<file path="src/rtl/srcx_defines.vh">
// Purpose: constants of the setpoint relay and settings block
// Assumes: pressure code = 1000 * (log10(P in Torr) + 12), 16 bits unsigned
// Notes:   byte offsets of the register map of the AXI4-Lite slave
`ifndef SRCX_DEFINES_VH
`define SRCX_DEFINES_VH

// ==========================================================================
// register byte offsets
`define SRCX_OFS_ION_LO      8'h00
`define SRCX_OFS_ION_HI      8'h04
`define SRCX_OFS_A_LO        8'h08
`define SRCX_OFS_A_HI        8'h0c
`define SRCX_OFS_B_LO        8'h10
`define SRCX_OFS_B_HI        8'h14
`define SRCX_OFS_CTRL        8'h18
`define SRCX_OFS_STATUS      8'h1c
`define SRCX_OFS_FIL_HOURS   8'h20
`define SRCX_OFS_DEG_HOURS   8'h24

// ==========================================================================
// setpoint codes (1000 per decade, 0 = 1.0E-12 Torr)
`define SRCX_ION_LO_RST      16'h1770
`define SRCX_ION_HI_RST      16'h1a2b
`define SRCX_ION_MIN         16'h03e8
`define SRCX_ION_MAX         16'h28ed
`define SRCX_CONV_A_LO_RST   16'h2af8
`define SRCX_CONV_A_HI_RST   16'h2c25
`define SRCX_CONV_B_LO_RST   16'h2af8
`define SRCX_CONV_B_HI_RST   16'h2c25
`define SRCX_CONV_MIN        16'h2328
`define SRCX_CONV_MAX        16'h3a98

// ==========================================================================
// control register fields
`define SRCX_CTRL_A_SRC      0
`define SRCX_CTRL_B_SRC      1
`define SRCX_CTRL_FIL_SEL    2
`define SRCX_CTRL_ION_MODE   3
`define SRCX_CTRL_CG1_TYPE   4
`define SRCX_CTRL_CG2_TYPE   5
`define SRCX_CTRL_TEST_LSB   8
`define SRCX_CTRL_FORCE_LSB  12
`define SRCX_CTRL_ADDR_LSB   16
`define SRCX_CTRL_OFS_LSB    20
`define SRCX_CTRL_BAUD_LSB   24
`define SRCX_CTRL_MASK       32'h07ff773f
`define SRCX_CTRL_RST        32'h02010002
`define SRCX_BAUD_19200      3'h2

// ==========================================================================
// axi responses and hour time base
`define SRCX_RESP_OKAY       2'b00
`define SRCX_RESP_SLVERR     2'b10
`define SRCX_CYC_PER_SEC     40000000
`define SRCX_SEC_PER_HOUR    3600

`endif

</file>
<file path="src/rtl/srcx_top.v">
// Purpose: setpoint relays, settings and hour counters of a vacuum gauge controller
// Assumes: pressures arrive as log codes synchronous to clk; settings over AXI4-Lite
// Notes:   rejected setpoint writes answer SLVERR and keep the old value
`timescale 1ns/1ps
`include "srcx_defines.vh"

module srcx_top #(
  parameter CYC_PER_SEC  = `SRCX_CYC_PER_SEC,
  parameter SEC_PER_HOUR = `SRCX_SEC_PER_HOUR
) (
  // clock and reset
  input  wire        clk,
  input  wire        rst_b,
  // axi4-lite write address and data
  input  wire [7:0]  s_axi_awaddr,
  input  wire [2:0]  s_axi_awprot,
  input  wire        s_axi_awvalid,
  output reg         s_axi_awready,
  input  wire [31:0] s_axi_wdata,
  input  wire [3:0]  s_axi_wstrb,
  input  wire        s_axi_wvalid,
  output reg         s_axi_wready,
  // axi4-lite write response
  output reg  [1:0]  s_axi_bresp,
  output reg         s_axi_bvalid,
  input  wire        s_axi_bready,
  // axi4-lite read
  input  wire [7:0]  s_axi_araddr,
  input  wire [2:0]  s_axi_arprot,
  input  wire        s_axi_arvalid,
  output reg         s_axi_arready,
  output reg  [31:0] s_axi_rdata,
  output reg  [1:0]  s_axi_rresp,
  output reg         s_axi_rvalid,
  input  wire        s_axi_rready,
  // measurement chain
  input  wire [15:0] ionization_sensor_pressure,
  input  wire [15:0] convection_gauge_one_pressure,
  input  wire [15:0] convection_gauge_two_pressure,
  input  wire        filament_on,
  input  wire        degas_on,
  // relay drives
  output reg         ion_relay,
  output reg         first_conv_relay,
  output reg         second_conv_relay,
  // settings to the rest of the controller
  output reg         filament_sel,
  output reg         ion_aout_mode,
  output reg         cg1_aout_type,
  output reg         cg2_aout_type,
  output reg  [7:0]  station_addr,
  output reg  [2:0]  baud_sel
);

  // ========================================================================
  // reset synchroniser
  reg rst_meta_q;
  reg rst_sync_b_q;

  always @(posedge clk or negedge rst_b) begin
    if (!rst_b) begin
      rst_meta_q   <= 1'b0;
      rst_sync_b_q <= 1'b0;
    end else begin
      rst_meta_q   <= 1'b1;
      rst_sync_b_q <= rst_meta_q;
    end
  end

  // ========================================================================
  // helpers
  function [31:0] wmerge;
    input [31:0] old;
    input [31:0] data;
    input [3:0]  strb;
    integer      i;
    begin
      for (i = 0; i < 4; i = i + 1) begin
        wmerge[i*8 +: 8] = strb[i] ? data[i*8 +: 8] : old[i*8 +: 8];
      end
    end
  endfunction

  // a setpoint edit passes when inside limits and ordered against its partner
  function sp_ok;
    input [15:0] val;
    input [15:0] vmin;
    input [15:0] vmax;
    input        is_high;
    input [15:0] partner;
    begin
      sp_ok = (val >= vmin) && (val <= vmax) &&
              (is_high ? (val >= partner) : (val <= partner));
    end
  endfunction

  // ========================================================================
  // registers
  reg [15:0] sp_q [0:5];
  reg [31:0] ctrl_q;
  reg [15:0] fil_hours_q [0:1];
  reg [15:0] deg_hours_q [0:1];
  reg        last_rej_q;

  reg [7:0]  aw_addr_q;
  reg        aw_held_q;
  reg [31:0] w_data_q;
  reg [3:0]  w_strb_q;
  reg        w_held_q;

  wire       do_write = aw_held_q && w_held_q && !s_axi_bvalid;
  wire [2:0] sp_idx   = aw_addr_q[4:2];
  wire       sp_sel   = (aw_addr_q <= `SRCX_OFS_B_HI) && (aw_addr_q[1:0] == 2'b00);
  wire [31:0] sp_new  = wmerge({16'h0000, sp_q[sp_idx[2:0]]}, w_data_q, w_strb_q);
  wire [2:0] sp_pair  = {sp_idx[2:1], ~sp_idx[0]};
  wire       sp_conv  = (sp_idx != 3'd0) && (sp_idx != 3'd1);
  wire       sp_pass  = sp_ok(sp_new[15:0],
                              sp_conv ? `SRCX_CONV_MIN : `SRCX_ION_MIN,
                              sp_conv ? `SRCX_CONV_MAX : `SRCX_ION_MAX,
                              sp_idx[0], sp_q[sp_pair]);

  // ========================================================================
  // write channel
  always @(posedge clk or negedge rst_sync_b_q) begin
    if (!rst_sync_b_q) begin
      aw_addr_q     <= 8'h00;
      aw_held_q     <= 1'b0;
      w_data_q      <= 32'h00000000;
      w_strb_q      <= 4'h0;
      w_held_q      <= 1'b0;
      s_axi_awready <= 1'b0;
      s_axi_wready  <= 1'b0;
      s_axi_bvalid  <= 1'b0;
      s_axi_bresp   <= `SRCX_RESP_OKAY;
      sp_q[0]       <= `SRCX_ION_LO_RST;
      sp_q[1]       <= `SRCX_ION_HI_RST;
      sp_q[2]       <= `SRCX_CONV_A_LO_RST;
      sp_q[3]       <= `SRCX_CONV_A_HI_RST;
      sp_q[4]       <= `SRCX_CONV_B_LO_RST;
      sp_q[5]       <= `SRCX_CONV_B_HI_RST;
      ctrl_q        <= `SRCX_CTRL_RST;
      last_rej_q    <= 1'b0;
    end else begin
      s_axi_awready <= !aw_held_q && !(s_axi_awvalid && s_axi_awready);
      s_axi_wready  <= !w_held_q && !(s_axi_wvalid && s_axi_wready);
      if (s_axi_awvalid && s_axi_awready) begin
        aw_addr_q <= s_axi_awaddr;
        aw_held_q <= 1'b1;
      end
      if (s_axi_wvalid && s_axi_wready) begin
        w_data_q <= s_axi_wdata;
        w_strb_q <= s_axi_wstrb;
        w_held_q <= 1'b1;
      end
      if (s_axi_bvalid && s_axi_bready) begin
        s_axi_bvalid <= 1'b0;
      end
      if (do_write) begin
        aw_held_q    <= 1'b0;
        w_held_q     <= 1'b0;
        s_axi_bvalid <= 1'b1;
        s_axi_bresp  <= `SRCX_RESP_OKAY;
        if (sp_sel) begin
          if (sp_pass) begin
            sp_q[sp_idx] <= sp_new[15:0];
            last_rej_q   <= 1'b0;
          end else begin
            last_rej_q   <= 1'b1;
            s_axi_bresp  <= `SRCX_RESP_SLVERR;
          end
        end else if (aw_addr_q == `SRCX_OFS_CTRL) begin
          ctrl_q <= wmerge(ctrl_q, w_data_q, w_strb_q) & `SRCX_CTRL_MASK;
        end else if (aw_addr_q == `SRCX_OFS_STATUS ||
                     aw_addr_q == `SRCX_OFS_FIL_HOURS ||
                     aw_addr_q == `SRCX_OFS_DEG_HOURS) begin
          s_axi_bresp <= `SRCX_RESP_OKAY;
        end else begin
          s_axi_bresp <= `SRCX_RESP_SLVERR;
        end
      end
    end
  end

  // ========================================================================
  // relays with hysteresis
  reg  [2:0]  relay_q;
  wire [15:0] a_press = ctrl_q[`SRCX_CTRL_A_SRC] ? convection_gauge_two_pressure
                                                 : convection_gauge_one_pressure;
  wire [15:0] b_press = ctrl_q[`SRCX_CTRL_B_SRC] ? convection_gauge_two_pressure
                                                 : convection_gauge_one_pressure;
  wire [47:0] press_all = {b_press, a_press, ionization_sensor_pressure};

  genvar g;
  generate
    for (g = 0; g < 3; g = g + 1) begin : g_relay
      always @(posedge clk or negedge rst_sync_b_q) begin
        if (!rst_sync_b_q) begin
          relay_q[g] <= 1'b0;
        end else if (press_all[g*16 +: 16] < sp_q[2*g]) begin
          relay_q[g] <= 1'b1;
        end else if (press_all[g*16 +: 16] > sp_q[2*g+1]) begin
          relay_q[g] <= 1'b0;
        end
      end
    end
  endgenerate

  // ========================================================================
  // outputs, all from flip-flops
  wire [2:0] test_en  = ctrl_q[`SRCX_CTRL_TEST_LSB +: 3];
  wire [2:0] test_val = ctrl_q[`SRCX_CTRL_FORCE_LSB +: 3];
  wire [2:0] relay_d  = (relay_q & ~test_en) | (test_val & test_en);

  always @(posedge clk or negedge rst_sync_b_q) begin
    if (!rst_sync_b_q) begin
      ion_relay         <= 1'b0;
      first_conv_relay  <= 1'b0;
      second_conv_relay <= 1'b0;
      filament_sel      <= 1'b0;
      ion_aout_mode     <= 1'b0;
      cg1_aout_type     <= 1'b0;
      cg2_aout_type     <= 1'b0;
      station_addr      <= 8'h00;
      baud_sel          <= `SRCX_BAUD_19200;
    end else begin
      ion_relay         <= relay_d[0];
      first_conv_relay  <= relay_d[1];
      second_conv_relay <= relay_d[2];
      filament_sel      <= ctrl_q[`SRCX_CTRL_FIL_SEL];
      ion_aout_mode     <= ctrl_q[`SRCX_CTRL_ION_MODE];
      cg1_aout_type     <= ctrl_q[`SRCX_CTRL_CG1_TYPE];
      cg2_aout_type     <= ctrl_q[`SRCX_CTRL_CG2_TYPE];
      station_addr      <= {ctrl_q[`SRCX_CTRL_OFS_LSB +: 4],
                            ctrl_q[`SRCX_CTRL_ADDR_LSB +: 4]};
      baud_sel          <= ctrl_q[`SRCX_CTRL_BAUD_LSB +: 3];
    end
  end

  // ========================================================================
  // hour counters: timer 0 counts filament time, timer 1 degas time while the filament is on
  wire [1:0]  tmr_run = {degas_on & filament_on, filament_on};
  reg  [31:0] sec_cnt_q [0:1];
  reg  [11:0] hr_cnt_q  [0:1];
  wire [1:0]  hr_tick;

  generate
    for (g = 0; g < 2; g = g + 1) begin : g_timer
      assign hr_tick[g] = tmr_run[g] && (sec_cnt_q[g] == CYC_PER_SEC - 1) &&
                          (hr_cnt_q[g] == SEC_PER_HOUR - 1);
      always @(posedge clk or negedge rst_sync_b_q) begin
        if (!rst_sync_b_q) begin
          sec_cnt_q[g] <= 32'h00000000;
          hr_cnt_q[g]  <= 12'h000;
        end else if (tmr_run[g]) begin
          if (sec_cnt_q[g] == CYC_PER_SEC - 1) begin
            sec_cnt_q[g] <= 32'h00000000;
            if (hr_cnt_q[g] == SEC_PER_HOUR - 1) begin
              hr_cnt_q[g] <= 12'h000;
            end else begin
              hr_cnt_q[g] <= hr_cnt_q[g] + 12'h001;
            end
          end else begin
            sec_cnt_q[g] <= sec_cnt_q[g] + 32'h00000001;
          end
        end
      end
    end
  endgenerate

  always @(posedge clk or negedge rst_sync_b_q) begin
    if (!rst_sync_b_q) begin
      fil_hours_q[0] <= 16'h0000;
      fil_hours_q[1] <= 16'h0000;
      deg_hours_q[0] <= 16'h0000;
      deg_hours_q[1] <= 16'h0000;
    end else begin
      if (hr_tick[0]) begin
        fil_hours_q[filament_sel] <= fil_hours_q[filament_sel] + 16'h0001;
      end
      if (hr_tick[1]) begin
        deg_hours_q[filament_sel] <= deg_hours_q[filament_sel] + 16'h0001;
      end
    end
  end

  // ========================================================================
  // read channel
  reg [31:0] rd_d;
  reg        rd_err;

  always @* begin
    rd_d   = 32'h00000000;
    rd_err = 1'b0;
    if (s_axi_araddr <= `SRCX_OFS_B_HI && s_axi_araddr[1:0] == 2'b00) begin
      rd_d = {16'h0000, sp_q[s_axi_araddr[4:2]]};
    end else if (s_axi_araddr == `SRCX_OFS_CTRL) begin
      rd_d = ctrl_q;
    end else if (s_axi_araddr == `SRCX_OFS_STATUS) begin
      rd_d = {16'h0000, station_addr, 4'h0, last_rej_q,
              second_conv_relay, first_conv_relay, ion_relay};
    end else if (s_axi_araddr == `SRCX_OFS_FIL_HOURS) begin
      rd_d = {fil_hours_q[1], fil_hours_q[0]};
    end else if (s_axi_araddr == `SRCX_OFS_DEG_HOURS) begin
      rd_d = {deg_hours_q[1], deg_hours_q[0]};
    end else begin
      rd_err = 1'b1;
    end
  end

  always @(posedge clk or negedge rst_sync_b_q) begin
    if (!rst_sync_b_q) begin
      s_axi_arready <= 1'b0;
      s_axi_rvalid  <= 1'b0;
      s_axi_rdata   <= 32'h00000000;
      s_axi_rresp   <= `SRCX_RESP_OKAY;
    end else begin
      s_axi_arready <= !s_axi_rvalid && !(s_axi_arvalid && s_axi_arready);
      if (s_axi_arvalid && s_axi_arready) begin
        s_axi_rvalid <= 1'b1;
        s_axi_rdata  <= rd_d;
        s_axi_rresp  <= rd_err ? `SRCX_RESP_SLVERR : `SRCX_RESP_OKAY;
      end else if (s_axi_rvalid && s_axi_rready) begin
        s_axi_rvalid <= 1'b0;
      end
    end
  end

endmodule // srcx_top

</file>
<file path="config.mk">
export PLATFORM = sky130hd
export DESIGN_NAME = srcx_top
export DESIGN_NICKNAME = d
export VERILOG_FILES = /design/src/rtl/srcx_top.v
export VERILOG_INCLUDE_DIRS = /design/src /design/src/rtl
export SDC_FILE = /design/constraint.sdc
export NUM_CORES = 1
export LEC_CHECK = 0
export BUFFER_PORTS_ARGS = -buffer_cell sky130_fd_sc_hd__buf_2
export CAP_MARGIN = 5
export CORE_MARGIN = 3
export CORE_UTILIZATION = 35
export CTS_CLUSTER_DIAMETER = 60
export DETAILED_ROUTE_END_ITERATION = 12
export MAX_ROUTING_LAYER = met4
export PLACE_DENSITY = 0.54
export REMOVE_ABC_BUFFERS = 1
export SYNTH_ARGS = -nofsm -noshare
export SYNTH_HDL_FRONTEND = slang
export SYNTH_SLANG_ARGS = --single-unit
</file>
<file path="constraint.sdc">
create_clock -name clk -period 13.3 [get_ports clk]
set_input_delay 1.995 -clock clk [delete_from_list [all_inputs] [get_ports clk]]
set_output_delay 1.995 -clock clk [all_outputs]
set_load 0.02 [all_outputs]
</file>
==> results.txt, run 1 <==
The flow ran to the end, and the final reports show no timing, DRC or antenna violations. The worst hold-check path type is register to register. The fraction of registers with async set/reset came out at 100%. The worst register-to-register path begins at aw_addr_q[2]$_DFFE_PN0P_. The summed instance area of the synthesized netlist came out at 21,900 um^2. The initial utilization of the core area, before any placement, comes to 35.4%. The post-CTS setup-driven buffer insertion count is 0. The worst path uses 48.0% of the clock period. The count of different cell masters after synthesis is 73. The instance area after placement is 23,400 um^2. After layout, the minimum clock period comes to 6.39 ns. The via count normalized by instance count is 5.24. The number of cells on the worst reg-to-reg path is 14. The starting DRC count in detailed routing came out at 903.

The slew at the pin with the worst max-slew slack is 1.15 ns. The largest vdd supply drop came out at 0.000105 V. The final setup violation count is 0.

The clock latency on the worst-skew pair came out at 0.62 ns. Pin placement for this block handled 174 I/O pins. The path with the worst hold slack has its endpoint at rst_sync_b_q$_DFF_PN0_. The met3 usage in global routing is 4.79%. The number of max-slew violations in the final report is 0. Derived from the worst setup path, the maximum achievable clock frequency is 0.157 GHz. Counting flops and latches in the post-synthesis netlist gives 375. The count of hold-fix buffers inserted at cts is 0. The level count of the clock H-tree is 2. The global routing met1 resource utilization is 26.0%. The leakage power of the design came out at 11.3 nW. Detailed routing inserted a total of 16,100 vias.

Across the run, the number of max-cap violations was 0. The root buffer cell chosen for the clock tree is clkbuf_16. In this run the most used layer during global routing was met2. The startpoint of the lowest-slack hold path is rst_meta_q$_DFF_PN0_. The global placement routability congestion came out at 0.903. The floorplan row count came out at 91. For this run, the leading register cell type out of synthesis is dfrtp_1. Setup repair after global routing left no endpoint under its margin. Leaving out fill and tap cells, the most frequent cells in the layout are dfrtp_1 (326), nand2_1 (174), buf_2 (159). The core area is 61,800 um^2. The synthesized area per cell came out at 10.7 um^2. TritonCTS built the clock tree. The required time of the critical path came out at 13.79 ns. For this design the ratio of total power to cell area is 151 nW/um^2. The worst setup path is captured at a register. The setup path with the least slack is of type register to register. The endpoint identified for the worst register-to-register timing path is sp_q[4]$_DFFE_PN0P_. The wire-length estimate of the detail-placed layout is 45,000 um. The final layout net count came out at 2,421. The post-cts resize count is 0. The finished cells cover 25,200 um^2.

The setup slack on the worst flop-to-flop path came out at 6.91 ns. The final antenna-violating net count is 0. The sequential fraction of the synthesis area came out at 43.1%. For this block, the routed nets add up to 62,400 um of wire. The growth of design area from synthesis to finish is 15.0%.

The number of cells on the worst hold path is 0. The instance count of the mapped netlist came out at 2,048. Of all nets on the critical path, the largest fanout is 55.

The fraction of final layout cells sized beyond drive strength 1 is 24.6%. The worst setup path is launched from a register. The number of detailed-route iterations in the first pass is 6. From bottom edge to top edge, the die measures 256 um. The full die area came out at 65,600 um^2. For this run, the number of standard cells in the final layout without fillers is 3,064.

The clock-pin slew of the registers on the worst-case setup and hold paths is 0.06 ns. The wire length of the first global-routing pass came out at 97,200 um. Counting the buffers created by CTS gives 49. The library cell used most frequently in the layout, excluding fill and tap cells, is dfrtp_1.

Measured against its own limit, the worst slew margin works out to 23.4%. The clock sink total is 375. The remaining global-route overflow came out at 0. The number of enable-type register cells in the synthesized netlist is 0.

Clock skew on the completed layout was measured at 0.0209 ns. The data arrival time of the critical path came out at 6.88 ns. In the final timing run, aggregate negative setup slack is 0 ns. The number of remaining DRC errors is 0. The die outline width is 256 um. Global routing used 19.4% of the available tracks across all layers. Power comes to 0.00381 W. The hold violation total from the final report came out at 0. The deepest clock path buffer count came out at 3. Entering global routing, the biggest net connects 184 pins. After detailed routing, the average wire length per cell comes to 20.3 um. The number of global-route vias before repair was 16,400.

The placed instance count came out at 2,968. The global-route track usage on met2 came out at 29.4%. The number of antenna violations at the first check in global routing came out at 7.

Input and output buffers added on the ports amount to 160. For this run, the number of Yosys warnings is 0.
stage by stage:
step / hold slack (ns) / utilization, % / worst slack (ns)
6_report: 0.350 / 40.7 / 6.91
5_1_grt: 0.361 / 40.7 / 6.59
4_1_cts: 0.352 / 40.7 / 6.92
3_5_place_dp: 0.339 / 37.9 / 6.94
3_3_place_gp: 0.334 / 37.9 / 7.02
2_1_floorplan: 0.331 / - / 2.15
worst max path at each step:
| stage | startpoint | to | cells after the start |
|---|---|---|---|
| final | aw_addr_q[2]$_DFFE_PN0P_ | sp_q[4]$_DFFE_PN0P_ | 14 |
| after global routing | aw_addr_q[2]$_DFFE_PN0P_ | sp_q[36]$_DFFE_PN0P_ | 14 |
| after CTS | aw_addr_q[2]$_DFFE_PN0P_ | sp_q[3]$_DFFE_PN0P_ | 14 |
| after detailed placement | aw_addr_q[2]$_DFFE_PN0P_ | sp_q[4]$_DFFE_PN0P_ | 14 |
| after global placement | aw_addr_q[2]$_DFFE_PN0P_ | sp_q[36]$_DFFE_PN0P_ | 14 |
| after floorplan | rst_sync_b_q$_DFF_PN0_ | aw_addr_q[0]$_DFFE_PN0P_ | 0 |
cell usage after synthesis (6+ instances only):
| master | number | area (um^2) |
|---|---|---|
| a21o_1 | 22 | 165 |
| nor2b_1 | 24 | 150 |
| and4_1 | 7 | 61.3 |
| and3_1 | 23 | 144 |
| ha_1 | 124 | 1550 |
| mux2i_1 | 99 | 991 |
| inv_1 | 127 | 477 |
| nand2_1 | 176 | 661 |
| dfrtp_1 | 329 | 8230 |
| o31ai_1 | 7 | 52.6 |
| buf_4 | 6 | 45.0 |
| xor2_1 | 60 | 526 |
| mux4_2 | 38 | 856 |
| nor2_1 | 130 | 488 |
| a21oi_1 | 92 | 460 |
| o22ai_1 | 26 | 163 |
| and2_1 | 11 | 68.8 |
| nand2b_1 | 19 | 119 |
| nor4_1 | 11 | 68.8 |
| buf_6 | 8 | 90.1 |
| o21ai_0 | 106 | 531 |
| buf_1 | 13 | 48.8 |
| clkbuf_1 | 56 | 210 |
| a221oi_1 | 6 | 52.6 |
| mux2_1 | 8 | 90.1 |
| nor4bb_1 | 7 | 70.1 |
| mux2_4 | 36 | 541 |
| mux2_2 | 144 | 1620 |
| buf_2 | 8 | 40.0 |
| or3_1 | 6 | 37.5 |
| nand4_1 | 43 | 269 |
| xnor2_1 | 69 | 604 |
| o22a_1 | 9 | 78.8 |
| dfstp_2 | 46 | 1210 |
| a22oi_1 | 11 | 82.6 |
| nor3_1 | 12 | 60.1 |
| nand3_1 | 46 | 230 |
| a31oi_1 | 8 | 50.1 |
registers in the layout, summed over array words and instances (netlist names), 3 cells and up:
signal and flops:
aw_addr_q 8, baud_sel 3, ctrl_q 23, deg_hours_q 32
fil_hours_q 32, hr_cnt_q 24, relay_q 3, s_axi_rdata 32
sec_cnt_q 64, sp_q 96, station_addr 8, w_data_q 27
w_strb_q 4
cell type report:
type / count / area (um^2)
Clock buffer: 69 / 1440
Clock inverter: 20 / 310
Sequential cell: 375 / 9450
Timing Repair Buffer: 177 / 943
Fill cell: 5918 / 36700
Antenna cell: 7 / 17.5
Inverter: 128 / 480
Tap cell: 837 / 1050
Multi-Input combinational cell: 1451 / 11500
routing by layer:
| metal | part of all wire, % | routed length [um] |
|---|---|---|
| met2 | 45 | 27800 |
| met5 | 0 | 0 |
| met1 | 46 | 28500 |
| met3 | 7.0 | 4370 |
| met4 | 2.7 | 1670 |
critical path: stages (launching register included):
cell and delay [ns]:
dfrtp_4 0.72, buf_4 0.74, mux4_2 0.59, a221oi_1 0.33
a21oi_1 0.24, ha_1 0.42, nor2b_1 0.13, o21ai_0 0.13
or4b_2 0.62, o21ai_0 0.10, a221oi_1 0.11, a211oi_2 0.45
buf_4 0.28, and3_1 0.94, mux2_2 0.42
logic make-up (layout without fill, tap and decap cells):
group | after synthesis | count (layout) | synth area share (%)
compound gates | 328 | 328 | 9.10
xor+xnor | 129 | 129 | 5.16
fa+ha+maj | 124 | 124 | 7.09
buf+inv | 223 | 394 | 4.54
flops | 375 | 375 | 43.1
mux | 325 | 325 | 18.7
other cells | 2 | 10 | 0.0343
simple gates | 542 | 542 | 12.2
where the power goes:
group	switching, W	internal, W	leakage, nW
registers	0.000155	0.00126	4.83
clock network	0.000553	0.000865	0.863
logic	0.000584	0.000389	5.57
total	0.00129	0.00252	11.3
(Power assumes the default switching activity.)
==> inputs of run 2 (changes only) <==
Clock period 13.3 ns to 5.9 ns, I/O delays scaled along.
==> results.txt, run 2 (synthesis results as in run 1) <==
The final worst-path cycle share is 85.1%. TritonCTS built the clock tree. Summed over all nets, the switching power comes to 0.00281 W.

The die outline width came out at 256 um. The sequential cell fraction of total power came out at 38.0%. In the final layout, the registers with the most flip-flops are sp_q: 96 flops, sec_cnt_q: 64 flops. The pin count of the biggest net entering global routing is 169. The post-route clock skew came out at 0.0326 ns. The post-cts resize count came out at 0. The initial core utilization came out at 35.4%. The required time of the critical path came out at 6.35 ns. After the last flow step, the layout net total stands at 2,437.

For this run, the slowest stage of the critical path takes 0.65 ns. The number of detailed-route iterations in the first pass is 5. The final core utilization came out at 40.8%. The die is 256 um tall. In this run the worst hold path is classified as input pin to asynchronous set/reset pin. The final setup violation count came out at 0. The number of global-route vias before repair came out at 16,400. Walking the worst path, the cells encountered are nor2_4 > inv_2 > o22ai_1 > o22a_1 > ha_1 > a21oi_1 > a21oi_1 > or4b_2 > o21ai_0 > a221oi_1 > a211oi_2 > buf_4 > buf_4 > nand3_4 > mux2_4. The routed wirelength normalized by instance count is 19.9 um. Summed over all layers, the routed wires come to 61,400 um.

The data arrival time of the critical path is 5.46 ns. After floorplanning, the core was divided into 91 placement rows. The H-tree was split into 2 levels.

Counting both buffers and inverters, the worst setup path holds a total of 3. Once the clock tree was built, the setup fixing pass inserted 0 buffers. The deepest clock path buffer count came out at 3. The fraction of final layout cells sized beyond drive strength 1 is 24.8%. The critical path is of the register to register type. Relative to the synthesized area, the layout overhead comes to 15.1%.

The flow ran to the end, and the final reports show no timing, DRC or antenna violations. The count of hold-fix buffers inserted at cts is 0. The tree is rooted in a clkbuf_16. The total number of vias came out at 15,900.

sp_q holds more flip-flops than any other register. The hold violation total from the final report was 0. The I/O pin total is 174.

The most frequent standard cell in the layout excluding fill and tap cells is dfrtp_1. The worst path in the final design needs a cycle of 5.02 ns, including I/O delays and setup. The clock network fraction of design power came out at 35.9%.

After detailed routing, the number of vias per cell comes to 5.17. The switching power share of the total came out at 33.3%. The largest vdd supply drop is 0.000226 V. The number of buffers inserted by port buffering is 160.

The worst pin sits at a relative slew slack of 22.8%. The max-cap check violation count is 0. The leakage power of the design is 11.3 nW.

The clock-pin slew of the registers on the worst-case setup and hold paths is 0.05 ns. The power share of the combinational group came out at 26.1%. Setup repair after global routing left no endpoint under its margin. The maximum clock frequency is 0.199 GHz. The clock sink total came out at 375. The count of non-filler cells in the finished layout is 3,082. The overall power is 0.00844 W. In the layout the commonest cells are dfrtp_1 (326), nand2_1 (174), buf_2 (159). Cell internal power was estimated by the tool at 0.00563 W. The starting DRC count in detailed routing came out at 1,121. The sort of element at the start of the critical path is a register.

At the end of routability-driven placement, the weighted congestion stood at 0.906. The wire length of the first global-routing pass came out at 97,100 um. The slew at the pin with the worst max-slew slack came out at 1.16 ns.

Among cell families on the critical path, the largest total delay comes from compound AO/OA/AOI/OAI gates. The number of placed instances, taps included, is 2,986. The number of antenna violations at the first check in global routing is 10. The clock latency on the worst-skew pair is 0.59 ns. In this run the power density over the cells is 335 nW/um^2. In this run, CTS created clock tree buffers numbering 47. The full die area is 65,600 um^2.

The highest fanout seen on the critical path is 17. The slowest stage of the critical path is the dfrtp_1 cell. The half-perimeter wire length after detailed placement came out at 45,500 um. The number of flip-flops in the largest register came out at 96. In this run the remaining antenna-violating nets after routing total 0. The capturing element type of the critical path is a register. The overall global routing resource usage came out at 19.3%.

The core area is 61,800 um^2. The number of max-slew violations in the final report was 0. The remaining global-route overflow came out at 0. The number of inserted filler cells in the final layout came out at 5,993. In the routed design, unresolved DRC markers number 0.
run 2: cell count changes in the layout (fill, tap and decap cells not counted), sizes merged:
cell	before	now
buf	177	195
bufinv	5	6
clkbuf	69	66
clkinv	6	8
clkinvlp	1	3
diode	7	10
inv	136	131
run 2: layout make-up:
class | count | area [um^2] | area share (%)
timing repair buffer | 195 | 1090 | 4.33
clock inverter | 20 | 287 | 1.14
inverter | 128 | 480 | 1.91
antenna | 10 | 25.0 | 0.0993
clock buffer | 66 | 1340 | 5.32
multi-input combinational | 1451 | 11500 | 45.5
sequential | 375 | 9450 | 37.5
tap | 837 | 1050 | 4.16
run 2: path summary, 6_finish.rpt:
path / start / end / slack [ns] / cells after the start
worst max-delay path: aw_addr_q[3]$_DFFE_PN0P_ / sp_q[48]$_DFFE_PN0P_ / 0.88 / 15
worst min-delay path: rst_b / rst_sync_b_q$_DFF_PN0_ / 0.08 / 1
worst max register to register: aw_addr_q[3]$_DFFE_PN0P_ / sp_q[48]$_DFFE_PN0P_ / 0.88 / 15
worst min register to register: rst_sync_b_q$_DFF_PN0_ / sec_cnt_q[17]$_DFFE_PN0P_ / 0.24 / 0
max in group asynchronous: rst_sync_b_q$_DFF_PN0_ / filament_sel$_DFF_PN0_ / 4.38 / 1
min in group clk: rst_meta_q$_DFF_PN0_ / rst_sync_b_q$_DFF_PN0_ / 0.35 / 0
run 2: worst reg2reg max path, cell delays in order, from the launching register on:
cell and delay (ns):
dfrtp_1 0.65, nor2_4 0.47, inv_2 0.24, o22ai_1 0.17, o22a_1 0.40, ha_1 0.33
a21oi_1 0.24, a21oi_1 0.12, or4b_2 0.64, o21ai_0 0.10, a221oi_1 0.10, a211oi_2 0.40
buf_4 0.21, buf_4 0.13, nand3_4 0.28, mux2_4 0.41
run 2: through the flow:
| stage | setup WS, ns | cell area (um^2) | setup TNS [ns] | hold slack [ns] |
|---|---|---|---|---|
| after floorplan | -5.25 | 21400 | -1859.90 | 0.331 |
| after global placement | 0.978 | 23500 | 0 | 0.256 |
| after detailed placement | 0.945 | 23500 | 0 | 0.258 |
| after CTS | 0.920 | 25200 | 0 | 0.0377 |
| after global routing | 0.574 | 25200 | 0 | 0.0521 |
| final | 0.881 | 25200 | 0 | 0.0849 |
run 2: layer usage:
metal,part of all wire (%),up-vias,track usage (%)
li1,-,7593,-
met1,47,7941,26.5
met2,45,357,29.6
met3,6.0,52,4.00
met4,1.4,0,3.82
met5,0,-,-
run 2: power groups by stage:
stage,Sequential [W],Clock (W),Combinational [W]
5_1_grt,0.00325,0.00322,0.00244
6_report,0.00321,0.00303,0.00220
4_1_cts,0.00321,0.00311,0.00221
3_3_place_gp,0.00324,0,0.00215
2_1_floorplan,0.00325,0,0.00136
3_5_place_dp,0.00325,0,0.00219
